--- config.mk ---
export PLATFORM = sky130hd
export DESIGN_NAME = ccps_top
export DESIGN_NICKNAME = d
export VERILOG_FILES = /design/src/rtl/ccps_pkg.sv /design/src/rtl/ccps_sync.sv /design/src/rtl/ccps_timer.sv /design/src/rtl/ccps_top.sv
export SDC_FILE = /design/constraint.sdc
export NUM_CORES = 1
export LEC_CHECK = 0
export ABC_AREA = 1
export BUFFER_PORTS_ARGS = -buffer_cell sky130_fd_sc_hd__buf_2
export CAP_MARGIN = 20
export CORE_ASPECT_RATIO = 0.75
export CORE_MARGIN = 10
export CORE_UTILIZATION = 45
export DETAILED_ROUTE_END_ITERATION = 8
export PLACE_DENSITY_LB_ADDON = 0.2
export SYNTH_ARGS = -nofsm -noshare
export SYNTH_HDL_FRONTEND = slang
export SYNTH_SLANG_ARGS = --single-unit
--- constraint.sdc ---
create_clock -name clk_i -period 5.6 [get_ports clk_i]
set_clock_uncertainty 0.1 [all_clocks]
set_input_delay 0.28 -clock clk_i [delete_from_list [all_inputs] [get_ports clk_i]]
set_output_delay 0.28 -clock clk_i [all_outputs]
set_load 0.05 [all_outputs]
--- src/rtl/ccps_pkg.sv ---
// charge cycle power selector: shared constants, field layouts and types
// assumes a 125 MHz core clock and a 32-bit classic wishbone register bus
package ccps_pkg;

   // ----------------------------------------------------------------
   // clock and timing
   // ----------------------------------------------------------------
   localparam int    CLK_HZ          = 125_000_000;
   localparam int    DEAD_TIME_US    = 10;
   localparam int    DEAD_CYCLES     = (DEAD_TIME_US * (CLK_HZ / 1_000_000));
   localparam int    SETTLE_MS       = 30;
   localparam longint SETTLE_CYCLES  = (64'(SETTLE_MS) * CLK_HZ) / 1000;
   // slow timers advance on a tick of this period
   localparam int    TICK_S          = 6;
   localparam longint TICK_CYCLES    = 64'(TICK_S) * CLK_HZ;
   localparam int    PRECHARGE_MIN   = 30;
   localparam int    PRECHARGE_TICKS = (PRECHARGE_MIN * 60) / TICK_S;
   // safety scale 1.4 min per nF, held in tenths of a minute
   localparam int    KTTC_DMIN_PER_NF = 14;
   localparam int    TICKS_PER_NF    = (KTTC_DMIN_PER_NF * 6) / TICK_S;

   // ----------------------------------------------------------------
   // register map
   // ----------------------------------------------------------------
   localparam logic [7:0]  CTRL_OFS     = 8'h00;
   localparam logic [7:0]  STATUS_OFS   = 8'h04;
   localparam int          CTRL_CE_BIT  = 0;
   localparam int          CTRL_CAP_LSB = 4;
   localparam int          CAP_W        = 9;
   localparam logic [31:0] CTRL_MASK    = 32'h0000_1FF1;
   localparam logic [31:0] CTRL_RESET   = 32'h0000_0640;
   localparam int          ST_CHG_LSB   = 0;
   localparam int          ST_PS_LSB    = 4;
   localparam int          ST_OT_BIT    = 8;
   localparam int          ST_SAFE_BIT  = 9;
   localparam int          ST_FLAGS_LSB = 16;

   // ----------------------------------------------------------------
   // types
   // ----------------------------------------------------------------
   typedef struct packed {
      logic batt_low;
      logic fb_above_recharge;
      logic current_below_term;
      logic uvlo;
      logic supply_low_state;
      logic supply_above_sense;
      logic supply_near_sense;
      logic input_overvoltage;
      logic rails_good;
      logic temp_hot;
      logic temp_cool;
      logic thermistor_fault;
      logic timer_pin_low;
      logic timer_pin_ref;
   } ccps_flags_type;

   localparam int FLAGS_W = $bits(ccps_flags_type);

   typedef enum logic [2:0] {
      CHG_IDLE,
      CHG_PRE,
      CHG_FAST,
      CHG_DONE,
      CHG_FAULT
   } ccps_chg_type;

   typedef enum logic [2:0] {
      PS_BAT,
      PS_WAIT,
      PS_DEAD_AC,
      PS_AC,
      PS_DEAD_BAT
   } ccps_ps_type;

endpackage : ccps_pkg

--- src/rtl/ccps_sync.sv ---
// three-stage synchroniser with agreement filter, one lane per bit
// assumes raw inputs may change at any time relative to clk_i
`timescale 1ns/10ps
module ccps_sync #(
   parameter int W = 1
) (
   // clock and reset
   input  wire logic         clk_i,
   input  wire logic         rst_i,
   // raw and filtered levels
   input  wire logic [W-1:0] raw_i,
   output logic      [W-1:0] stable_o
);
   import ccps_pkg::*;

   genvar g;
   generate
      for (g = 0; g < W; g++) begin : g_bit
         logic s1;
         logic s2;
         logic s3;
         logic st;
         always_ff @(posedge clk_i) begin
            if (rst_i) begin
               s1 <= 1'b0;
               s2 <= 1'b0;
               s3 <= 1'b0;
               st <= 1'b0;
            end else begin
               s1 <= raw_i[g];
               s2 <= s1;
               s3 <= s2;
               if (s2 == s3) begin
                  st <= s3;
               end
            end
         end
         assign stable_o[g] = st;
      end
   endgenerate

endmodule : ccps_sync

--- src/rtl/ccps_timer.sv ---
// saturating up-counter compared against a limit
// assumes clear and run come from logic on clk_i
`timescale 1ns/10ps
module ccps_timer #(
   parameter int W = 16
) (
   // clock and reset
   input  wire logic         clk_i,
   input  wire logic         rst_i,
   // control
   input  wire logic         clear_i,
   input  wire logic         run_i,
   input  wire logic [W-1:0] limit_i,
   // result
   output logic              expired_o
);
   import ccps_pkg::*;

   logic [W-1:0] count;

   always_ff @(posedge clk_i) begin
      if (rst_i || clear_i) begin
         count <= '0;
      end else if (run_i && !expired_o) begin
         count <= count + 1'b1;
      end
   end

   assign expired_o = (count >= limit_i);

endmodule : ccps_timer

--- src/rtl/ccps_top.sv ---
// charge cycle sequencer and system power selector with wishbone registers
// assumes analog comparator results arrive as asynchronous digital flags
`timescale 1ns/10ps
module ccps_top #(
   parameter logic [31:0] SETTLE_CYC = 32'(ccps_pkg::SETTLE_CYCLES),
   parameter logic [31:0] TICK_CYC   = 32'(ccps_pkg::TICK_CYCLES)
) (
   // clock and reset
   input  wire logic                     clk_i,
   input  wire logic                     rst_i,
   // wishbone slave
   input  wire logic [7:0]               wb_adr_i,
   input  wire logic [31:0]              wb_dat_i,
   input  wire logic [3:0]               wb_sel_i,
   input  wire logic                     wb_we_i,
   input  wire logic                     wb_cyc_i,
   input  wire logic                     wb_stb_i,
   output logic                          wb_ack_o,
   output logic      [31:0]              wb_dat_o,
   // comparator and sense flags
   input  wire ccps_pkg::ccps_flags_type flags_i,
   // switch drives and charge control
   output logic                          adapter_switch_drive_o,
   output logic                          battery_switch_drive_o,
   output logic                          charge_on_o,
   output logic                          precharge_sel_o,
   // status pins
   output logic                          fault_o,
   output logic                          done_o
);
   import ccps_pkg::*;

   // ----------------------------------------------------------------
   // flag synchronisers
   // ----------------------------------------------------------------
   logic [FLAGS_W-1:0] f_vec;
   ccps_flags_type     f;

   ccps_sync #(
      .W(FLAGS_W)
   ) u_sync (
      .clk_i    (clk_i),
      .rst_i    (rst_i),
      .raw_i    (flags_i),
      .stable_o (f_vec)
   );
   assign f = f_vec;

   // ----------------------------------------------------------------
   // declarations
   // ----------------------------------------------------------------
   logic [31:0]      ctrl;
   logic [31:0]      status;
   logic             charge_enable;
   logic [CAP_W-1:0] cap_nf;
   logic             wb_req;
   logic [31:0]      tick_cnt;
   logic             tick;
   logic             die_overtemp;
   logic             sleep;
   logic             supply_bad;
   logic             supply_bad_q;
   logic             resume;
   logic             ce_q;
   logic             ce_toggle;
   logic             pwrup_done;
   logic             run_ok;
   logic             charging;
   logic             term_en;
   logic             term_hit;
   logic             safety_en;
   logic             safety_clr;
   logic             safety_run;
   logic             safety_exp;
   logic             safety_stop;
   logic [15:0]      safety_lim;
   logic             pre_exp;
   logic             new_cycle;
   logic             ps_clr;
   logic             ps_exp;
   logic [31:0]      ps_lim;
   ccps_chg_type     chg;
   ccps_chg_type     next_chg;
   ccps_ps_type      ps;
   ccps_ps_type      next_ps;

   assign charge_enable = ctrl[CTRL_CE_BIT];
   assign cap_nf        = ctrl[CTRL_CAP_LSB +: CAP_W];

   // ----------------------------------------------------------------
   // wishbone slave
   // ----------------------------------------------------------------
   assign wb_req = wb_cyc_i && wb_stb_i && !wb_ack_o;

   always_ff @(posedge clk_i) begin
      if (rst_i) begin
         wb_ack_o <= 1'b0;
      end else begin
         wb_ack_o <= wb_req;
      end
   end

   // byte-lane writes; unused bits stay zero
   always_ff @(posedge clk_i) begin
      if (rst_i) begin
         ctrl <= CTRL_RESET;
      end else if (wb_req && wb_we_i && (wb_adr_i == CTRL_OFS)) begin
         for (int b = 0; b < 4; b++) begin
            if (wb_sel_i[b]) begin
               ctrl[8*b +: 8] <= wb_dat_i[8*b +: 8] & CTRL_MASK[8*b +: 8];
            end
         end
      end
   end

   // read data is valid while ack is high; unmapped reads return zero
   always_ff @(posedge clk_i) begin
      if (rst_i) begin
         wb_dat_o <= 32'h0000_0000;
      end else if (wb_req && !wb_we_i) begin
         unique case (wb_adr_i)
            CTRL_OFS:   wb_dat_o <= ctrl;
            STATUS_OFS: wb_dat_o <= status;
            default:    wb_dat_o <= 32'h0000_0000;
         endcase
      end else begin
         wb_dat_o <= 32'h0000_0000;
      end
   end

   always_comb begin
      status                             = 32'h0000_0000;
      status[ST_CHG_LSB +: 3]            = chg;
      status[ST_PS_LSB +: 3]             = ps;
      status[ST_OT_BIT]                  = die_overtemp;
      status[ST_SAFE_BIT]                = safety_stop;
      status[ST_FLAGS_LSB +: FLAGS_W]    = f_vec;
   end

   // ----------------------------------------------------------------
   // slow tick for minute-scale timers
   // ----------------------------------------------------------------
   always_ff @(posedge clk_i) begin
      if (rst_i) begin
         tick_cnt <= 32'h0000_0000;
         tick     <= 1'b0;
      end else if (tick_cnt >= (TICK_CYC - 32'h0000_0001)) begin
         tick_cnt <= 32'h0000_0000;
         tick     <= 1'b1;
      end else begin
         tick_cnt <= tick_cnt + 32'h0000_0001;
         tick     <= 1'b0;
      end
   end

   // ----------------------------------------------------------------
   // supply, temperature and enable conditions
   // ----------------------------------------------------------------
   // overtemp with hysteresis
   always_ff @(posedge clk_i) begin
      if (rst_i) begin
         die_overtemp <= 1'b0;
      end else if (f.temp_hot) begin
         die_overtemp <= 1'b1;
      end else if (f.temp_cool) begin
         die_overtemp <= 1'b0;
      end
   end

   // sleep when battery node above supply
   assign sleep      = !f.supply_above_sense;
   assign supply_bad = f.uvlo || f.supply_low_state || sleep || f.input_overvoltage;
   assign resume     = supply_bad_q && !supply_bad;
   assign ce_toggle  = charge_enable != ce_q;

   always_ff @(posedge clk_i) begin
      if (rst_i) begin
         ce_q         <= 1'b0;
         supply_bad_q <= 1'b1;
      end else begin
         ce_q         <= charge_enable;
         supply_bad_q <= supply_bad;
      end
   end

   ccps_timer #(
      .W(32)
   ) u_pwrup (
      .clk_i     (clk_i),
      .rst_i     (rst_i),
      .clear_i   (1'b0),
      .run_i     (1'b1),
      .limit_i   (SETTLE_CYC),
      .expired_o (pwrup_done)
   );

   assign run_ok = charge_enable && !supply_bad && pwrup_done && f.rails_good
                   && !die_overtemp && !f.thermistor_fault;

   // ----------------------------------------------------------------
   // termination and timers
   // ----------------------------------------------------------------
   assign charging  = (chg == CHG_PRE) || (chg == CHG_FAST);
   assign term_en   = !f.timer_pin_low;
   assign term_hit  = term_en && f.fb_above_recharge && f.current_below_term;
   // pin at reference disables safety timer
   assign safety_en = !f.timer_pin_low && !f.timer_pin_ref;
   assign new_cycle = ce_toggle || ((chg == CHG_DONE) && !f.fb_above_recharge);
   assign safety_clr = new_cycle || f.timer_pin_low || resume;
   assign safety_run = tick && charging && safety_en;
   assign safety_lim = 16'(cap_nf * TICKS_PER_NF);
   assign safety_stop = safety_exp && safety_en && charging;

   ccps_timer #(
      .W(16)
   ) u_safety (
      .clk_i     (clk_i),
      .rst_i     (rst_i),
      .clear_i   (safety_clr),
      .run_i     (safety_run),
      .limit_i   (safety_lim),
      .expired_o (safety_exp)
   );

   ccps_timer #(
      .W(16)
   ) u_pre (
      .clk_i     (clk_i),
      .rst_i     (rst_i),
      .clear_i   (chg != CHG_PRE),
      .run_i     (tick),
      .limit_i   (16'(PRECHARGE_TICKS)),
      .expired_o (pre_exp)
   );

   // ----------------------------------------------------------------
   // charge cycle state machine
   // ----------------------------------------------------------------
   always_comb begin
      next_chg = chg;
      if (ce_toggle) begin
         next_chg = CHG_IDLE;
      end else begin
         unique case (chg)
            CHG_IDLE: begin
               if (run_ok) begin
                  next_chg = f.batt_low ? CHG_PRE : CHG_FAST;
               end
            end
            CHG_PRE: begin
               if (!run_ok) begin
                  next_chg = CHG_IDLE;
               end else if (safety_stop || pre_exp) begin
                  next_chg = CHG_FAULT;
               end else if (!f.batt_low) begin
                  next_chg = CHG_FAST;
               end
            end
            CHG_FAST: begin
               if (!run_ok) begin
                  next_chg = CHG_IDLE;
               end else if (safety_stop) begin
                  next_chg = CHG_FAULT;
               end else if (term_hit) begin
                  next_chg = CHG_DONE;
               end
            end
            CHG_DONE: begin
               if (!f.fb_above_recharge) begin
                  next_chg = CHG_IDLE;
               end
            end
            CHG_FAULT: begin
               next_chg = CHG_FAULT;
            end
            default: begin
               next_chg = CHG_IDLE;
            end
         endcase
      end
   end

   always_ff @(posedge clk_i) begin
      if (rst_i) begin
         chg <= CHG_IDLE;
      end else begin
         chg <= next_chg;
      end
   end

   always_ff @(posedge clk_i) begin
      if (rst_i) begin
         charge_on_o     <= 1'b0;
         precharge_sel_o <= 1'b0;
         fault_o         <= 1'b0;
         done_o          <= 1'b0;
      end else begin
         charge_on_o     <= (next_chg == CHG_PRE) || (next_chg == CHG_FAST);
         precharge_sel_o <= (next_chg == CHG_PRE);
         fault_o         <= (next_chg == CHG_FAULT);
         done_o          <= (next_chg == CHG_DONE);
      end
   end

   // ----------------------------------------------------------------
   // system power selector
   // ----------------------------------------------------------------
   assign ps_clr = (next_ps != ps);
   assign ps_lim = (ps == PS_WAIT) ? SETTLE_CYC : 32'(DEAD_CYCLES);

   ccps_timer #(
      .W(32)
   ) u_ps (
      .clk_i     (clk_i),
      .rst_i     (rst_i),
      .clear_i   (ps_clr),
      .run_i     (1'b1),
      .limit_i   (ps_lim),
      .expired_o (ps_exp)
   );

   always_comb begin
      next_ps = ps;
      if (f.uvlo) begin
         next_ps = PS_BAT;
      end else begin
         unique case (ps)
            PS_BAT: begin
               if (!sleep && !f.input_overvoltage) begin
                  next_ps = PS_WAIT;
               end
            end
            PS_WAIT: begin
               if (sleep || f.input_overvoltage) begin
                  next_ps = PS_BAT;
               end else if (ps_exp) begin
                  next_ps = PS_DEAD_AC;
               end
            end
            PS_DEAD_AC: begin
               // sleep aborts the move to adapter
               if (sleep || f.input_overvoltage) begin
                  next_ps = PS_DEAD_BAT;
               end else if (ps_exp) begin
                  next_ps = PS_AC;
               end
            end
            PS_AC: begin
               if (f.supply_near_sense || sleep || f.input_overvoltage) begin
                  next_ps = PS_DEAD_BAT;
               end
            end
            PS_DEAD_BAT: begin
               if (ps_exp) begin
                  next_ps = PS_BAT;
               end
            end
            default: begin
               next_ps = PS_BAT;
            end
         endcase
      end
   end

   always_ff @(posedge clk_i) begin
      if (rst_i) begin
         ps <= PS_BAT;
      end else begin
         ps <= next_ps;
      end
   end

   always_ff @(posedge clk_i) begin
      if (rst_i) begin
         adapter_switch_drive_o <= 1'b0;
         battery_switch_drive_o <= 1'b1;
      end else begin
         adapter_switch_drive_o <= (next_ps == PS_AC);
         battery_switch_drive_o <= (next_ps == PS_BAT) || (next_ps == PS_WAIT);
      end
   end
endmodule : ccps_top

==> impl_metrics.ini, run 1 <==
[timing]
worstMarginPinSlew_ps = 933
maxSlewViolCount = 0
timing.fmax_mhz = 208
rsz0062_at_grt = no
hold_viol_final = 0
setup_tns_ps = 0
setup_slack_ps = 783
slew_headroom_pct = 37.6
finalSetupViolations = 0
fin_crit_sh_pct = 86.0
period_minus_slack_ps = 4820

[clock_tree]
cts_tree = built
numCtsBuffers = 25
h-tree-depth = 1
root_buffer = clkbuf_16
clk_pin_slew_worst_paths_ps = 60
clock_path_buffers = 3
clock-sinks = 237
clk_latency_ps = 540

[job]
max_cap_viol_count = 0

[cells_and_area]
layout.nets = 1641
seqCellArea_um2 = 4740
areaGrowthSynthToFinish_pct = 16.3
n_fill_cell = 2321
multi_input_area_um2 = 5290
diodes = 0
drive_above_1_share_pct = 14.7

[yosys]
syn_area_per_cell_um2 = 7.82
synth_top_area_share_pct = 42.6
synthCells = 1426
yosys.cell_count.top_type = dfxtp_1
yosys_warnings = 0
ys_types = 49
synth_edf_count = 0
synthTopCellsByArea = dfxtp_1, inv_1, nand2_1
synth_seq_cells = 237
ys_top_cells_by_count = dfxtp_1, inv_1, nand2_1
ys_seq_area_share_pct = 42.6
yosysTopAreaCell = dfxtp_1
syn_area_um2 = 11100
synthArstFlopShare_pct = 0
ys.flop_type = dfxtp_1

[die]
core_area_um2 = 24200
pin_count = 102
rows = 49
start_util_pct = 46.1
die_w_um = 202
dieArea_um2 = 31500
die_h_um = 156

[drt]
wl_per_cell_um = 12.5
ant_nets = 0
drt-total-wl_um = 23500
drt_iter0_drc = 521
drc = 0
dr_total_vias = 8916
first_pass_iters = 5
drt-vias-per-instance = 4.75

[place]
routabilityCongestion = 0.836
io_buffers = 71
dpl.hpwl_um = 16900
dp_slack_ps = 878

[global_routing]
grt_max_degree = 59
gr-total-overflow = 0
antenna_found_initial = 0
grtUsageTotal_pct = 14.8
grt_pass1_vias = 8401
grt_first_pass_wirelength_um = 40300

[pwr]
p_total_w = 0.00365
p_leak_nw = 5.21
irDropWorstVdd_uv = 277
pwr_density_cell_nw_per_um2 = 281

[worst_setup_path]
crit_type = reg -> reg
start_kind = flip-flop
crit_fanout = 14
arrival_ps = 5140
cp-end-kind = flip-flop
required_ps = 5930

[run_status]
status = finished, final reports clean

[worst_hold_path]
hp-class = in -> reg
-- path summary, 6_finish.rpt --
kind	slack, ps	end	from	cells after the start
max	780	u_safety.count[11]	ctrl[4]	26
max reg2reg	780	u_safety.count[11]	ctrl[4]	26
min	20	wb_dat_o[0]	wb_adr_i[3]	4
min reg2reg	300	u_sync.g_bit[6].s2	u_sync.g_bit[6].s1	2
-- placed cells by master, fill, tap and decap left out, drive strengths merged, types with 3 or more instances in the layout --
| cell | count |
|---|---|
| nand4 | 21 |
| dfxtp | 237 |
| or2 | 3 |
| clkinv | 7 |
| o21a | 7 |
| o21ai | 34 |
| conb | 8 |
| o21bai | 4 |
| dlygate4sd3 | 26 |
| nor4 | 14 |
| clkbuf | 33 |
| buf | 75 |
| nor3b | 12 |
| nand2 | 230 |
| a31oi | 3 |
| ha | 41 |
| fa | 9 |
| a211oi | 19 |
| nor3 | 79 |
| xnor2 | 16 |
| inv | 247 |
| a21oi | 81 |
| nand3 | 68 |
| nor2 | 230 |
| xor2 | 28 |
| bufinv | 5 |
-- registers in the layout (all words and copies together) (netlist names), 3 cells and up --
name and flops:
ctrl 10, u_safety.count 16, u_sync.g_bit.s3 14, tick_cnt 32, ps 3, u_sync.g_bit.st 14, u_pwrup.count 32, wb_dat_o 26
chg 3, u_sync.g_bit.s1 14, u_pre.count 16, u_sync.g_bit.s2 14, u_ps.count 32
-- kinds of logic (layout without fill, tap and decap cells) --
kind of cell / Yosys count / in the layout / share of synthesized area (%)
AOI/OAI and AO/OA: 154 / 154 / 7.82
xor gates and xnor gates: 44 / 44 / 3.46
adders and majority gates: 50 / 50 / 6.22
buffers and inverters: 280 / 394 / 10.2
DFF: 237 / 237 / 42.6
other: 1 / 8 / 0.0336
and+or+nand+nor: 660 / 660 / 29.7
-- worst max-delay path: stages (launching register included) --
cell and delay, ps:
dfxtp_1 370, fa_1 550, ha_1 180, inv_1 60, fa_1 390, o21ai_0 310
a21oi_1 110, o21bai_1 210, nand2_1 70, nand2_1 70, a21oi_1 70, xor2_1 140
ha_1 300, nand2_1 70, inv_1 50, nand2_1 60, nand2_1 60, a21oi_1 120
nand3_1 150, inv_1 80, nand2_1 290, inv_1 250, nand2_1 140, nor3_2 280
nand3_1 110, nand2_1 90, a21oi_1 50
-- metal layers --
layer | vias to the layer above | routed length, um | global-route usage, %
li1 | 4701 | - | -
met1 | 4066 | 12300 | 21.0
met2 | 121 | 10100 | 23.3
met3 | 28 | 723 | 2.33
met4 | 0 | 424 | 3.28
met5 | - | 0 | 0
-- where the power goes --
group	switching (W)	total, W	internal, W
logic	0.0000748	0.000117	0.0000425
registers	0.00000822	0.00171	0.00170
clock network	0.000693	0.00182	0.00112
-- through the flow --
step	instances	instance area (um^2)	util, %	hold WS, ps
detailed placement	1805	11800	48.7	293
CTS	1877	12900	53.6	3.03
global placement	1805	11800	48.7	291
global route	1878	13000	53.7	25.8
finish	1878	13000	53.7	20.1
floorplan	1433	11200	-	287
-- area by class of cell --
class / count / share of cell area (%)
Clock buffer: 33 / 5.44
Timing Repair Buffer: 101 / 5.15
Clock inverter: 13 / 1.66
Sequential cell: 237 / 36.6
Inverter: 247 / 7.15
Tap cell: 331 / 3.19
Multi-Input combinational cell: 916 / 40.8
-- timing repair --
action / CTS / global route
resized for setup: 0 / 0
endpoints found under the hold margin: 25 / 0
endpoints found under the setup margin: 0 / 0
buffers inserted: 0 / 0
hold buffers: 26 / 0
(Power assumes the default switching activity.)
==> run 2, diff against run 1 <==
Settings changed: PLACE_DENSITY set to 0.73, PLACE_DENSITY_LB_ADDON 0.2 to not set.
Clock period 5.6 ns to 5.22 ns, I/O delays scaled along.
==> impl_metrics.ini, run 2 (synthesis results as in run 1) <==
[worst_setup_path]
arrival_ps = 4700
critPathTopFamily = adder cells
crit_fanout = 5
worst_path_most_repeated_cell = nand2_1
startpoint = ctrl[4]
reg2reg_from = ctrl[4]
crit_slowest_cell = fa_1
cpPeakStageDelay_ps = 560
cp_num_buf_inv = 4
crit_type = reg -> reg
start_kind = flip-flop
cp-end-kind = flip-flop
required_ps = 5530

[die]
die_w_um = 202
start_util_pct = 46.1
rows = 49
dieArea_um2 = 31500
core_area_um2 = 24200
die_h_um = 156
pin_count = 102

[drt]
drt-total-wl_um = 23300
ant_nets = 0
first_pass_iters = 5
drc = 0
dr_total_vias = 8964
drt-vias-per-instance = 4.75
wl_per_cell_um = 12.4
drt_iter0_drc = 477

[global_routing]
grt_pass1_vias = 8637
grt_first_pass_wirelength_um = 40200
gr-total-overflow = 0
grt_max_degree = 85
grtUsageTotal_pct = 14.6
antenna_found_initial = 0

[clock_tree]
clock-sinks = 237
clock_path_buffers = 3
numCtsBuffers = 24
cts_tree = built
h-tree-depth = 1
clk_pin_slew_worst_paths_ps = 60
ctsResizeCount = 0
clk_latency_ps = 540
cts_setup_buffers = 0
root_buffer = clkbuf_16

[timing]
fin_crit_sh_pct = 84.1
timing.fmax_mhz = 228
hold_viol_final = 0
hold_ws_ps = 53.4
setup_slack_ps = 831
setup_tns_ps = 0
period_minus_slack_ps = 4390
maxSlewViolCount = 0
rsz0062_at_grt = no
finalSetupViolations = 0
worstMarginPinSlew_ps = 920
slew_headroom_pct = 38.6

[cells_and_area]
final_common_cell = dfxtp_1
drive_above_1_share_pct = 14.4
final_cell_mix = dfxtp_1, inv_1, nand2_1
utilization_pct = 53.7
areaGrowthSynthToFinish_pct = 16.4
reg_top3 = tick_cnt: 32 flops, u_ps.count: 32 flops, u_pwrup.count: 32 flops
diodes = 0
layout.nets = 1650

[pwr]
irDropWorstVdd_uv = 281
p_leak_nw = 5.21
pwr_density_cell_nw_per_um2 = 286

[worst_hold_path]
min-delay-start = wb_adr_i[3]
hp-class = in -> reg

[place]
dp_slack_ps = 830
io_buffers = 71
routabilityCongestion = 0.857
dpl.hpwl_um = 16600

[job]
max_cap_viol_count = 0

[run_status]
status = finished, final reports clean
run 2: changes by cell type in the layout (fill, tap and decap cells not counted), sizes merged:
cell         previous run  this run
dlygate4sd3            26        36
bufinv                  5         2
clkinvlp                1         3
clkbuf                 33        32
run 2: path summary, 6_finish.rpt:
kind | to | slack [ps] | cells past startpoint
worst max-delay path | u_safety.count[11] | 830 | 26
worst min-delay path | wb_dat_o[6] | 50 | 4
worst max register to register | u_safety.count[11] | 830 | 26
worst min register to register | u_sync.g_bit[4].s2 | 300 | 2
run 2: layout make-up:
type / count / area, um^2
tap: 331 / 414
fill: 2238 / 11200
clock buffer: 32 / 671
clock inverter: 12 / 153
inverter: 247 / 927
multi-input combinational: 916 / 5290
timing repair buffer: 111 / 768
sequential: 237 / 4740
run 2: stage by stage:
| step | total power [W] | cell area, um^2 | instances |
|---|---|---|---|
| final | 0.00371 | 13000 | 1886 |
| after global routing | 0.00385 | 13000 | 1886 |
| after CTS | 0.00376 | 12900 | 1885 |
| after detailed placement | 0.00199 | 11800 | 1805 |
| after global placement | 0.00198 | 11800 | 1805 |
| after floorplan | 0.00196 | 11200 | 1433 |
run 2: timing repair:
| action | CTS | global route |
|---|---|---|
| hold buffers | 36 | 0 |
| setup endpoints to repair | 0 | 0 |
| endpoints found under the hold margin | 31 | 0 |
run 2: worst min-delay path, stage by stage:
cell and delay (ps):
buf_2 110, nor4_4 90, nand2_1 70, a21oi_1 70
run 2: where the power goes:
| part | switching (W) | internal (W) | total, W |
|---|---|---|---|
| Clock | 0.000732 | 0.00102 | 0.00175 |
| Combinational | 0.0000818 | 0.0000468 | 0.000129 |
| Sequential | 0.00000976 | 0.00183 | 0.00184 |
| Total | 0.000823 | 0.00289 | 0.00371 |
run 2: layer usage:
layer	vias up	GRT usage (%)	share of wire [%]
li1	4711	-	-
met1	4074	19.2	48
met2	147	24.5	46
met3	32	2.70	4.4
met4	0	3.61	1.8
met5	-	0	0
